$ cat src/pkg/acr_pkg.sv
// Shared constants for the converter register block and its controller.
// Assumes one 10 MHz clock and an active-low asynchronous reset at both ends.
package acr_pkg;
    // Device register byte addresses on the internal memory bus
    localparam logic [15:0] ADDR_RESULT_LO = 16'hff08;
    localparam logic [15:0] ADDR_RESULT_HI = 16'hff09;
    localparam logic [15:0] ADDR_CHAN = 16'hff29;
    localparam logic [15:0] ADDR_MODE = 16'hff2a;
    localparam logic [15:0] ADDR_THR = 16'hff2b;
    localparam logic [15:0] ADDR_CONV_MODE = 16'hff28;
    // Reset values
    localparam logic [2:0] CHAN_RST = 3'h0;
    localparam logic [1:0] MODE_RST = 2'h0;
    localparam logic [7:0] THR_RST = 8'h00;
    // Field positions
    localparam int MODE_EN_BIT = 7;
    localparam int MODE_POL_BIT = 6;
    localparam int CHAN_BITS = 3;
    localparam int RESULT_SHIFT = 6;
    // Bus wait cycles inserted by the device
    localparam logic [1:0] WAIT_CYCLES = 2'h1;
    // Controller registers, AXI4-Lite byte offsets
    localparam logic [7:0] OFS_ADDR = 8'h00;
    localparam logic [7:0] OFS_WDATA = 8'h04;
    localparam logic [7:0] OFS_CMD = 8'h08;
    localparam logic [7:0] OFS_STATUS = 8'h0c;
    localparam logic [7:0] OFS_RDATA = 8'h10;
    // Command register fields
    localparam int CMD_WRITE = 0;
    localparam int CMD_WORD = 1;
    localparam int CMD_BITOP = 2;
    localparam int CMD_IDX_LO = 4;
    localparam int CMD_BITVAL = 7;
    // Status register fields
    localparam int ST_BUSY = 0;
    localparam int ST_REFUSED = 1;
    localparam int ST_UNREAD = 2;
    localparam int ST_IRQ_LO = 8;
    // AXI responses
    localparam logic [1:0] RESP_OKAY = 2'h0;
    localparam logic [1:0] RESP_SLVERR = 2'h2;
    // Device bus sequencer
    typedef enum logic [1:0] {DEV_IDLE, DEV_WAIT, DEV_ANS} acr_dev_st_t;
    // Controller access sequencer
    typedef enum logic {HOST_IDLE, HOST_REQ} acr_host_st_t;
endpackage : acr_pkg

$ cat src/pkg/acr_if.sv
// Internal memory bus between the controller and the converter registers.
// Assumes both ends share one clock; the testbench joins the two ends here.
`timescale 1ns/10ps
`default_nettype none
interface acr_if;
    logic req;
    logic we;
    logic word;
    logic bitop;
    logic [2:0] bit_idx;
    logic bit_val;
    logic [15:0] addr;
    logic [15:0] wdata;
    logic [15:0] rdata;
    logic ready;
    logic irq;
    modport dev (
        input req, we, word, bitop, bit_idx, bit_val, addr, wdata,
        output rdata, ready, irq
    );
    modport host (
        output req, we, word, bitop, bit_idx, bit_val, addr, wdata,
        input rdata, ready, irq
    );
endinterface : acr_if
`default_nettype wire

$ cat src/rtl/acr_host.sv
// Controller end: takes orders over AXI4-Lite and runs single accesses
// on the memory bus of the converter registers.
// Assumes one clock shared with the device and a level sub_clk_only
// that is high while the CPU runs with the main oscillator stopped.
`timescale 1ns/10ps
`default_nettype none
module acr_host (
    // Clock and reset
    input wire logic clock,
    input wire logic rst_b,
    // AXI4-Lite slave
    input wire logic s_awvalid,
    output logic s_awready,
    input wire logic [7:0] s_awaddr,
    input wire logic s_wvalid,
    output logic s_wready,
    input wire logic [31:0] s_wdata,
    input wire logic [3:0] s_wstrb,
    output logic s_bvalid,
    input wire logic s_bready,
    output logic [1:0] s_bresp,
    input wire logic s_arvalid,
    output logic s_arready,
    input wire logic [7:0] s_araddr,
    output logic s_rvalid,
    input wire logic s_rready,
    output logic [31:0] s_rdata,
    output logic [1:0] s_rresp,
    // Clock status
    input wire logic sub_clk_only,
    // Memory bus to the device
    acr_if.host bus
);
    function automatic logic [15:0] lanes(input logic [15:0] old,
                                          input logic [31:0] d,
                                          input logic [3:0] s);
        logic [15:0] r;
        r = old;
        for (int i = 0; i < 2; i++) begin
            if (s[i]) begin
                r[i*8 +: 8] = d[i*8 +: 8];
            end
        end
        return r;
    endfunction : lanes

    acr_pkg::acr_host_st_t st_q, st_d;
    logic aw_got_q, aw_got_d, w_got_q, w_got_d;
    logic [7:0] awaddr_q, awaddr_d;
    logic [31:0] wdata_q, wdata_d;
    logic [3:0] wstrb_q, wstrb_d;
    logic awready_q, awready_d, wready_q, wready_d;
    logic bvalid_q, bvalid_d, arready_q, arready_d, rvalid_q, rvalid_d;
    logic [1:0] bresp_q, bresp_d, rresp_q, rresp_d;
    logic [31:0] rdata_q, rdata_d;
    logic [15:0] addr_q, addr_d, wd_q, wd_d, rd_q, rd_d, baddr_q, baddr_d;
    logic [15:0] bwd_q, bwd_d;
    logic [7:0] cmd_q, cmd_d, irqcnt_q, irqcnt_d;
    logic refused_q, refused_d, unread_q, unread_d;
    logic start, slow, is_res;

    // AXI handshakes, controller registers and the access sequencer
    always_comb begin
        st_d = st_q;
        aw_got_d = aw_got_q;
        w_got_d = w_got_q;
        awaddr_d = awaddr_q;
        wdata_d = wdata_q;
        wstrb_d = wstrb_q;
        bvalid_d = bvalid_q && !s_bready;
        bresp_d = bresp_q;
        rvalid_d = rvalid_q && !s_rready;
        rresp_d = rresp_q;
        rdata_d = rdata_q;
        addr_d = addr_q;
        wd_d = wd_q;
        rd_d = rd_q;
        baddr_d = baddr_q;
        bwd_d = bwd_q;
        cmd_d = cmd_q;
        irqcnt_d = irqcnt_q;
        refused_d = refused_q;
        unread_d = unread_q;
        start = 1'b0;
        slow = 1'b0;
        is_res = (addr_q == acr_pkg::ADDR_RESULT_LO ||
                  addr_q == acr_pkg::ADDR_RESULT_HI);
        if (s_awvalid && awready_q) begin
            aw_got_d = 1'b1;
            awaddr_d = s_awaddr;
        end
        if (s_wvalid && wready_q) begin
            w_got_d = 1'b1;
            wdata_d = s_wdata;
            wstrb_d = s_wstrb;
        end
        // Write once both halves are held and the last answer is gone
        if (aw_got_q && w_got_q && !bvalid_q) begin
            aw_got_d = 1'b0;
            w_got_d = 1'b0;
            bvalid_d = 1'b1;
            bresp_d = acr_pkg::RESP_OKAY;
            if (awaddr_q == acr_pkg::OFS_ADDR) begin
                addr_d = lanes(addr_q, wdata_q, wstrb_q);
            end else if (awaddr_q == acr_pkg::OFS_WDATA) begin
                wd_d = lanes(wd_q, wdata_q, wstrb_q);
            end else if (awaddr_q == acr_pkg::OFS_CMD) begin
                cmd_d = wdata_q[7:0];
                start = wstrb_q[0];
            end else if (awaddr_q == acr_pkg::OFS_STATUS) begin
                if (wdata_q[acr_pkg::ST_REFUSED] && wstrb_q[0]) begin
                    refused_d = 1'b0;
                end
            end else begin
                bresp_d = acr_pkg::RESP_SLVERR;
            end
        end
        // Access sequencer
        case (st_q)
            acr_pkg::HOST_IDLE: begin
                if (start) begin
                    slow = sub_clk_only && (is_res ||
                           (wdata_q[acr_pkg::CMD_WRITE] &&
                            (addr_q == acr_pkg::ADDR_CHAN ||
                             addr_q == acr_pkg::ADDR_MODE ||
                             addr_q == acr_pkg::ADDR_THR ||
                             addr_q == acr_pkg::ADDR_CONV_MODE)));
                    if (slow) begin
                        refused_d = 1'b1;
                    end else if (wdata_q[acr_pkg::CMD_WRITE] && unread_q &&
                                 (addr_q == acr_pkg::ADDR_CHAN ||
                                  addr_q == acr_pkg::ADDR_CONV_MODE)) begin
                        refused_d = 1'b1;
                    end else begin
                        st_d = acr_pkg::HOST_REQ;
                        baddr_d = addr_q;
                        bwd_d = wd_q;
                        if (addr_q == acr_pkg::ADDR_CHAN) begin
                            bwd_d = {13'h0000, wd_q[2:0]};
                        end
                    end
                end
            end
            acr_pkg::HOST_REQ: begin
                if (start) begin
                    refused_d = 1'b1;
                    cmd_d = cmd_q;
                end
                if (bus.ready) begin
                    st_d = acr_pkg::HOST_IDLE;
                    rd_d = bus.rdata;
                    if (!cmd_q[acr_pkg::CMD_WRITE] &&
                        (baddr_q == acr_pkg::ADDR_RESULT_LO ||
                         baddr_q == acr_pkg::ADDR_RESULT_HI)) begin
                        unread_d = 1'b0;
                    end
                end
            end
            default: begin
                st_d = acr_pkg::HOST_IDLE;
            end
        endcase
        // A new result wins over a read that clears the flag
        if (bus.irq) begin
            unread_d = 1'b1;
            irqcnt_d = irqcnt_q + 8'h01;
        end
        awready_d = !aw_got_d;
        wready_d = !w_got_d;
        arready_d = !rvalid_d;
        if (s_arvalid && arready_q) begin
            arready_d = 1'b0;
            rvalid_d = 1'b1;
            rresp_d = acr_pkg::RESP_OKAY;
            rdata_d = 32'h00000000;
            if (s_araddr == acr_pkg::OFS_ADDR) begin
                rdata_d = {16'h0000, addr_q};
            end else if (s_araddr == acr_pkg::OFS_WDATA) begin
                rdata_d = {16'h0000, wd_q};
            end else if (s_araddr == acr_pkg::OFS_CMD) begin
                rdata_d = {24'h000000, cmd_q};
            end else if (s_araddr == acr_pkg::OFS_STATUS) begin
                rdata_d[acr_pkg::ST_BUSY] = (st_q == acr_pkg::HOST_REQ);
                rdata_d[acr_pkg::ST_REFUSED] = refused_q;
                rdata_d[acr_pkg::ST_UNREAD] = unread_q;
                rdata_d[acr_pkg::ST_IRQ_LO +: 8] = irqcnt_q;
            end else if (s_araddr == acr_pkg::OFS_RDATA) begin
                rdata_d = {16'h0000, rd_q};
            end else begin
                rresp_d = acr_pkg::RESP_SLVERR;
            end
        end
    end

    // Register everything
    always_ff @(posedge clock or negedge rst_b) begin
        if (!rst_b) begin
            st_q <= acr_pkg::HOST_IDLE;
            aw_got_q <= 1'b0;
            w_got_q <= 1'b0;
            awaddr_q <= 8'h00;
            wdata_q <= 32'h00000000;
            wstrb_q <= 4'h0;
            awready_q <= 1'b0;
            wready_q <= 1'b0;
            bvalid_q <= 1'b0;
            bresp_q <= 2'h0;
            arready_q <= 1'b0;
            rvalid_q <= 1'b0;
            rresp_q <= 2'h0;
            rdata_q <= 32'h00000000;
            addr_q <= 16'h0000;
            wd_q <= 16'h0000;
            rd_q <= 16'h0000;
            baddr_q <= 16'h0000;
            bwd_q <= 16'h0000;
            cmd_q <= 8'h00;
            irqcnt_q <= 8'h00;
            refused_q <= 1'b0;
            unread_q <= 1'b0;
        end else begin
            st_q <= st_d;
            aw_got_q <= aw_got_d;
            w_got_q <= w_got_d;
            awaddr_q <= awaddr_d;
            wdata_q <= wdata_d;
            wstrb_q <= wstrb_d;
            awready_q <= awready_d;
            wready_q <= wready_d;
            bvalid_q <= bvalid_d;
            bresp_q <= bresp_d;
            arready_q <= arready_d;
            rvalid_q <= rvalid_d;
            rresp_q <= rresp_d;
            rdata_q <= rdata_d;
            addr_q <= addr_d;
            wd_q <= wd_d;
            rd_q <= rd_d;
            baddr_q <= baddr_d;
            bwd_q <= bwd_d;
            cmd_q <= cmd_d;
            irqcnt_q <= irqcnt_d;
            refused_q <= refused_d;
            unread_q <= unread_d;
        end
    end

    // Outputs straight from flops; command fields are stable while busy, except on a command write with wstrb_q[0] clear
    assign s_awready = awready_q;
    assign s_wready = wready_q;
    assign s_bvalid = bvalid_q;
    assign s_bresp = bresp_q;
    assign s_arready = arready_q;
    assign s_rvalid = rvalid_q;
    assign s_rdata = rdata_q;
    assign s_rresp = rresp_q;
    assign bus.req = (st_q == acr_pkg::HOST_REQ);
    assign bus.we = cmd_q[acr_pkg::CMD_WRITE];
    assign bus.word = cmd_q[acr_pkg::CMD_WORD];
    assign bus.bitop = cmd_q[acr_pkg::CMD_BITOP];
    assign bus.bit_idx = cmd_q[acr_pkg::CMD_IDX_LO +: 3];
    assign bus.bit_val = cmd_q[acr_pkg::CMD_BITVAL];
    assign bus.addr = baddr_q;
    assign bus.wdata = bwd_q;
endmodule : acr_host
`default_nettype wire

$ cat src/flat_wrapper.sv
// flat-port wrapper written by rule: the top's interface ports become plain ports
module acr_host_flat 
  (clock, rst_b, s_awvalid, s_awready, s_awaddr, s_wvalid, s_wready, s_wdata, s_wstrb, s_bvalid, s_bready, s_bresp, s_arvalid, s_arready, s_araddr, s_rvalid, s_rready, s_rdata, s_rresp, sub_clk_only, bus_req, bus_we, bus_word, bus_bitop, bus_bit_idx, bus_bit_val, bus_addr, bus_wdata, bus_rdata, bus_ready, bus_irq);
  acr_if bus_i ();
  input wire logic clock;
  input wire logic rst_b;
  input wire logic s_awvalid;
  output logic s_awready;
  input wire logic [7:0] s_awaddr;
  input wire logic s_wvalid;
  output logic s_wready;
  input wire logic [31:0] s_wdata;
  input wire logic [3:0] s_wstrb;
  output logic s_bvalid;
  input wire logic s_bready;
  output logic [1:0] s_bresp;
  input wire logic s_arvalid;
  output logic s_arready;
  input wire logic [7:0] s_araddr;
  output logic s_rvalid;
  input wire logic s_rready;
  output logic [31:0] s_rdata;
  output logic [1:0] s_rresp;
  input wire logic sub_clk_only;
  output wire logic [$bits(bus_i.req)-1:0] bus_req;
  output wire logic [$bits(bus_i.we)-1:0] bus_we;
  output wire logic [$bits(bus_i.word)-1:0] bus_word;
  output wire logic [$bits(bus_i.bitop)-1:0] bus_bitop;
  output wire logic [$bits(bus_i.bit_idx)-1:0] bus_bit_idx;
  output wire logic [$bits(bus_i.bit_val)-1:0] bus_bit_val;
  output wire logic [$bits(bus_i.addr)-1:0] bus_addr;
  output wire logic [$bits(bus_i.wdata)-1:0] bus_wdata;
  input wire logic [$bits(bus_i.rdata)-1:0] bus_rdata;
  input wire logic [$bits(bus_i.ready)-1:0] bus_ready;
  input wire logic [$bits(bus_i.irq)-1:0] bus_irq;
  assign bus_req = bus_i.req;
  assign bus_we = bus_i.we;
  assign bus_word = bus_i.word;
  assign bus_bitop = bus_i.bitop;
  assign bus_bit_idx = bus_i.bit_idx;
  assign bus_bit_val = bus_i.bit_val;
  assign bus_addr = bus_i.addr;
  assign bus_wdata = bus_i.wdata;
  assign bus_i.rdata = bus_rdata;
  assign bus_i.ready = bus_ready;
  assign bus_i.irq = bus_irq;
  acr_host u_core (.clock(clock), .rst_b(rst_b), .s_awvalid(s_awvalid), .s_awready(s_awready), .s_awaddr(s_awaddr), .s_wvalid(s_wvalid), .s_wready(s_wready), .s_wdata(s_wdata), .s_wstrb(s_wstrb), .s_bvalid(s_bvalid), .s_bready(s_bready), .s_bresp(s_bresp), .s_arvalid(s_arvalid), .s_arready(s_arready), .s_araddr(s_araddr), .s_rvalid(s_rvalid), .s_rready(s_rready), .s_rdata(s_rdata), .s_rresp(s_rresp), .sub_clk_only(sub_clk_only), .bus(bus_i));
endmodule
$ cat config.mk
export PLATFORM = sky130hd
export DESIGN_NAME = acr_host_flat
export DESIGN_NICKNAME = d
export VERILOG_FILES = /design/src/pkg/acr_pkg.sv /design/src/pkg/acr_if.sv /design/src/rtl/acr_host.sv /design/src/flat_wrapper.sv
export SDC_FILE = /design/constraint.sdc
export NUM_CORES = 1
export LEC_CHECK = 0
export BUFFER_PORTS_ARGS = -buffer_cell sky130_fd_sc_hd__buf_2
export CAP_MARGIN = 5
export CORE_AREA = 2 2 97 193
export DETAILED_ROUTE_END_ITERATION = 8
export DIE_AREA = 0 0 99 195
export SLEW_MARGIN = 5
export SYNTH_ARGS = -nofsm -noshare
export SYNTH_HDL_FRONTEND = slang
export SYNTH_SLANG_ARGS = --single-unit
$ cat constraint.sdc
create_clock -name clock -period 3.56 [get_ports clock]
set_input_delay 0.178 -clock clock [delete_from_list [all_inputs] [get_ports clock]]
set_output_delay 0.178 -clock clock [all_outputs]
set_load 0.1 [all_outputs]
==> results.cfg <==
[run_status]
status = finished clean

[layout]
layout_commonest_cell = dfrtp_1
nNetsFinal = 746
final_cells = 892
diodes = 0
fin_util = 0.476
syn2layout_area_growth_pct = 26.4
drive_above_1_share = 0.412
final_cell_mix = dfrtp_1 (150), buf_2 (121), mux2_2 (89)
final_area_um2 = 8430

[pwr]
vdd_drop_max_v = 0.000561
p_leak_nw = 4.12
p_per_area_nw_per_um2 = 648

[route]
wl_per_cell_um = 18.8
via_per_inst = 5.14
drtAntennaViolNets = 0
first_iter_violations = 164
firstDrtPassIters = 4
wirelength_mm = 16.8
vias = 4583
drc_errors = 0

[floorplan]
coreArea_um2 = 17700
rows = 69
die-area_um2 = 19300
start_util = 0.377
io_pins = 159
die_w_um = 99
die_y_um = 195

[placement]
post_dp_cell_area_um2 = 7390
port-buffer-count = 122
dp_cells = 821
gp_congestion = 0.866
dpl.hpwl_mm = 12.3

[cts]
htree_levels = 4
cts.sink_count = 150
clockBufferDepth = 2
clock_latency_ps = 420
path_clk_slew_ps = 60
cts_buffers = 17
root_buffer = clkbuf_16
tritoncts = built
postCtsSetupBuffers = 0

[logic_synthesis]
synth_ff_type = dfrtp_1
syn_inst = 510
syn_area_per_cell_um2 = 13.1
async_flop_share = 1.00
synth_enable_flop_cells = 0
yosysWarningCount = 0
ys_ff_latch = 150
yosys-top-cells-area = dfrtp_1 (56%), mux2_2 (15%), mux2_4 (6.5%), o21ai_0 (2.7%), buf_4 (2.5%)
synth_cell_types = 42
yosysTopAreaCell = dfrtp_1
ys_seq_area_frac = 0.563
yosysTopAreaCellShare = 0.563
netlist_area_um2 = 6670

[global_route]
first_global_vias = 4719
antenna_found_initial = 0
grt_max_degree = 104
grt_overflow_total = 0
grt_first_pass_wirelength_mm = 26.5
grtUsageTotal = 0.179

[worst_hold_path]
min_path_type = in2reg

[setup_path]
endpoint_kind = register
slowest_delay_ps = 620
path_buf_inv = 0
path_cells = or4_4, nor4_1, nand4_1, mux2_2
critPathKind = reg2reg
cp.required_ps = 3860
r2r_slack_ps = 850
start_kind = register
arrival_ps = 3020
worst-path-max-fanout = 8
cpLargestDelayFamily = simple AND/OR/NAND/NOR gates
slowest_stage = nand4_1

[timing]
period_minus_slack_ps = 2710
whs_ps = 18.9
fin_crit_sh = 0.762
skew_ps = 8.33
slew_violations = 0
tns_ps = 0
fmax_mhz = 368
hold_viol = 0
slew_headroom = 0.239
setup_violations = 0
rsz0062_at_grt = no
tightest_slew_ps = 1140

[flow_run]
cap_violations = 0
[report_power, final]
group / switching (W) / total (W) / internal (W)
Combinational: 0.000739 / 0.00116 / 0.000417
Sequential: 0.000318 / 0.00237 / 0.00205
Clock: 0.000702 / 0.00194 / 0.00124
Total: 0.00176 / 0.00546 / 0.00370
[state kept, by name, summed over array words and instances, names as in the netlist, 2 cells and up]
register / cells
u_core.addr_q: 16
u_core.bus.addr: 16
u_core.bus.wdata: 16
u_core.rd_q: 16
u_core.s_rdata: 16
u_core.wd_q: 16
u_core.wdata_q: 16
u_core.awaddr_q: 8
u_core.cmd_q: 8
u_core.irqcnt_q: 8
u_core.wstrb_q: 2
[kinds of logic (layout without fill, tap and decap cells)]
kind of cell / Yosys count / count (layout) / synth area share
mux: 121 / 121 / 0.220
other cells: 1 / 18 / 0.000562
buf+inv: 57 / 209 / 0.0478
compound gates: 90 / 90 / 0.0886
fa+ha+maj: 1 / 1 / 0.00188
xor+xnor: 7 / 7 / 0.00919
flops: 150 / 150 / 0.563
simple gates: 83 / 83 / 0.0690
[final cells by class]
type,count,area [um2]
clock buffer,19,433
clock inverter,12,203
fill,1610,9270
inverter,10,37.5
multi-input combinational,320,2660
sequential,150,3750
tap,213,267
timing repair buffer,168,1070
[through the flow]
stage | total power, W | worst slack (ps)
5_1_grt | 0.00569 | 735
3_3_place_gp | 0.00346 | 901
2_1_floorplan | 0.00321 | 711
6_report | 0.00546 | 846
3_5_place_dp | 0.00352 | 878
4_1_cts | 0.00551 | 847
[final timing paths]
kind,to,start,cells after the start
max,u_core.cmd_q[6],u_core.awaddr_q[5],4
min,u_core.wdata_q[12],s_wdata[12],2
max reg2reg,u_core.cmd_q[6],u_core.awaddr_q[5],4
min reg2reg,u_core.s_rdata[0],u_core.s_rdata[0],2
max in group asynchronous,u_core.s_rvalid,rst_b,3
min in group asynchronous,u_core.bus.wdata[10],rst_b,2
[repair_timing]
| item | in CTS | in global routing |
|---|---|---|
| endpoints found under the hold margin | 141 | 0 |
| hold buffers | 40 | 0 |
| gates resized for setup | 0 | 0 |
[per-layer routing]
metal | GRT usage | wire length, um
met3 | 0.0458 | 789
met5 | 0 | 0
met4 | 0.0726 | 469
met1 | 0.208 | 6390
met2 | 0.311 | 9100
[cell usage after synthesis (4+ instances only)]
cell / instances
nor2_1: 7
xnor2_1: 4
nor2b_1: 11
o31ai_1: 13
a21oi_1: 5
clkbuf_1: 21
dfrtp_1: 150
mux2_4: 29
a21boi_0: 13
o21ai_0: 36
inv_1: 10
a2bb2oi_1: 13
nand2_1: 31
mux2_2: 89
nand4_1: 6
buf_4: 22
(Power assumes the default switching activity.)
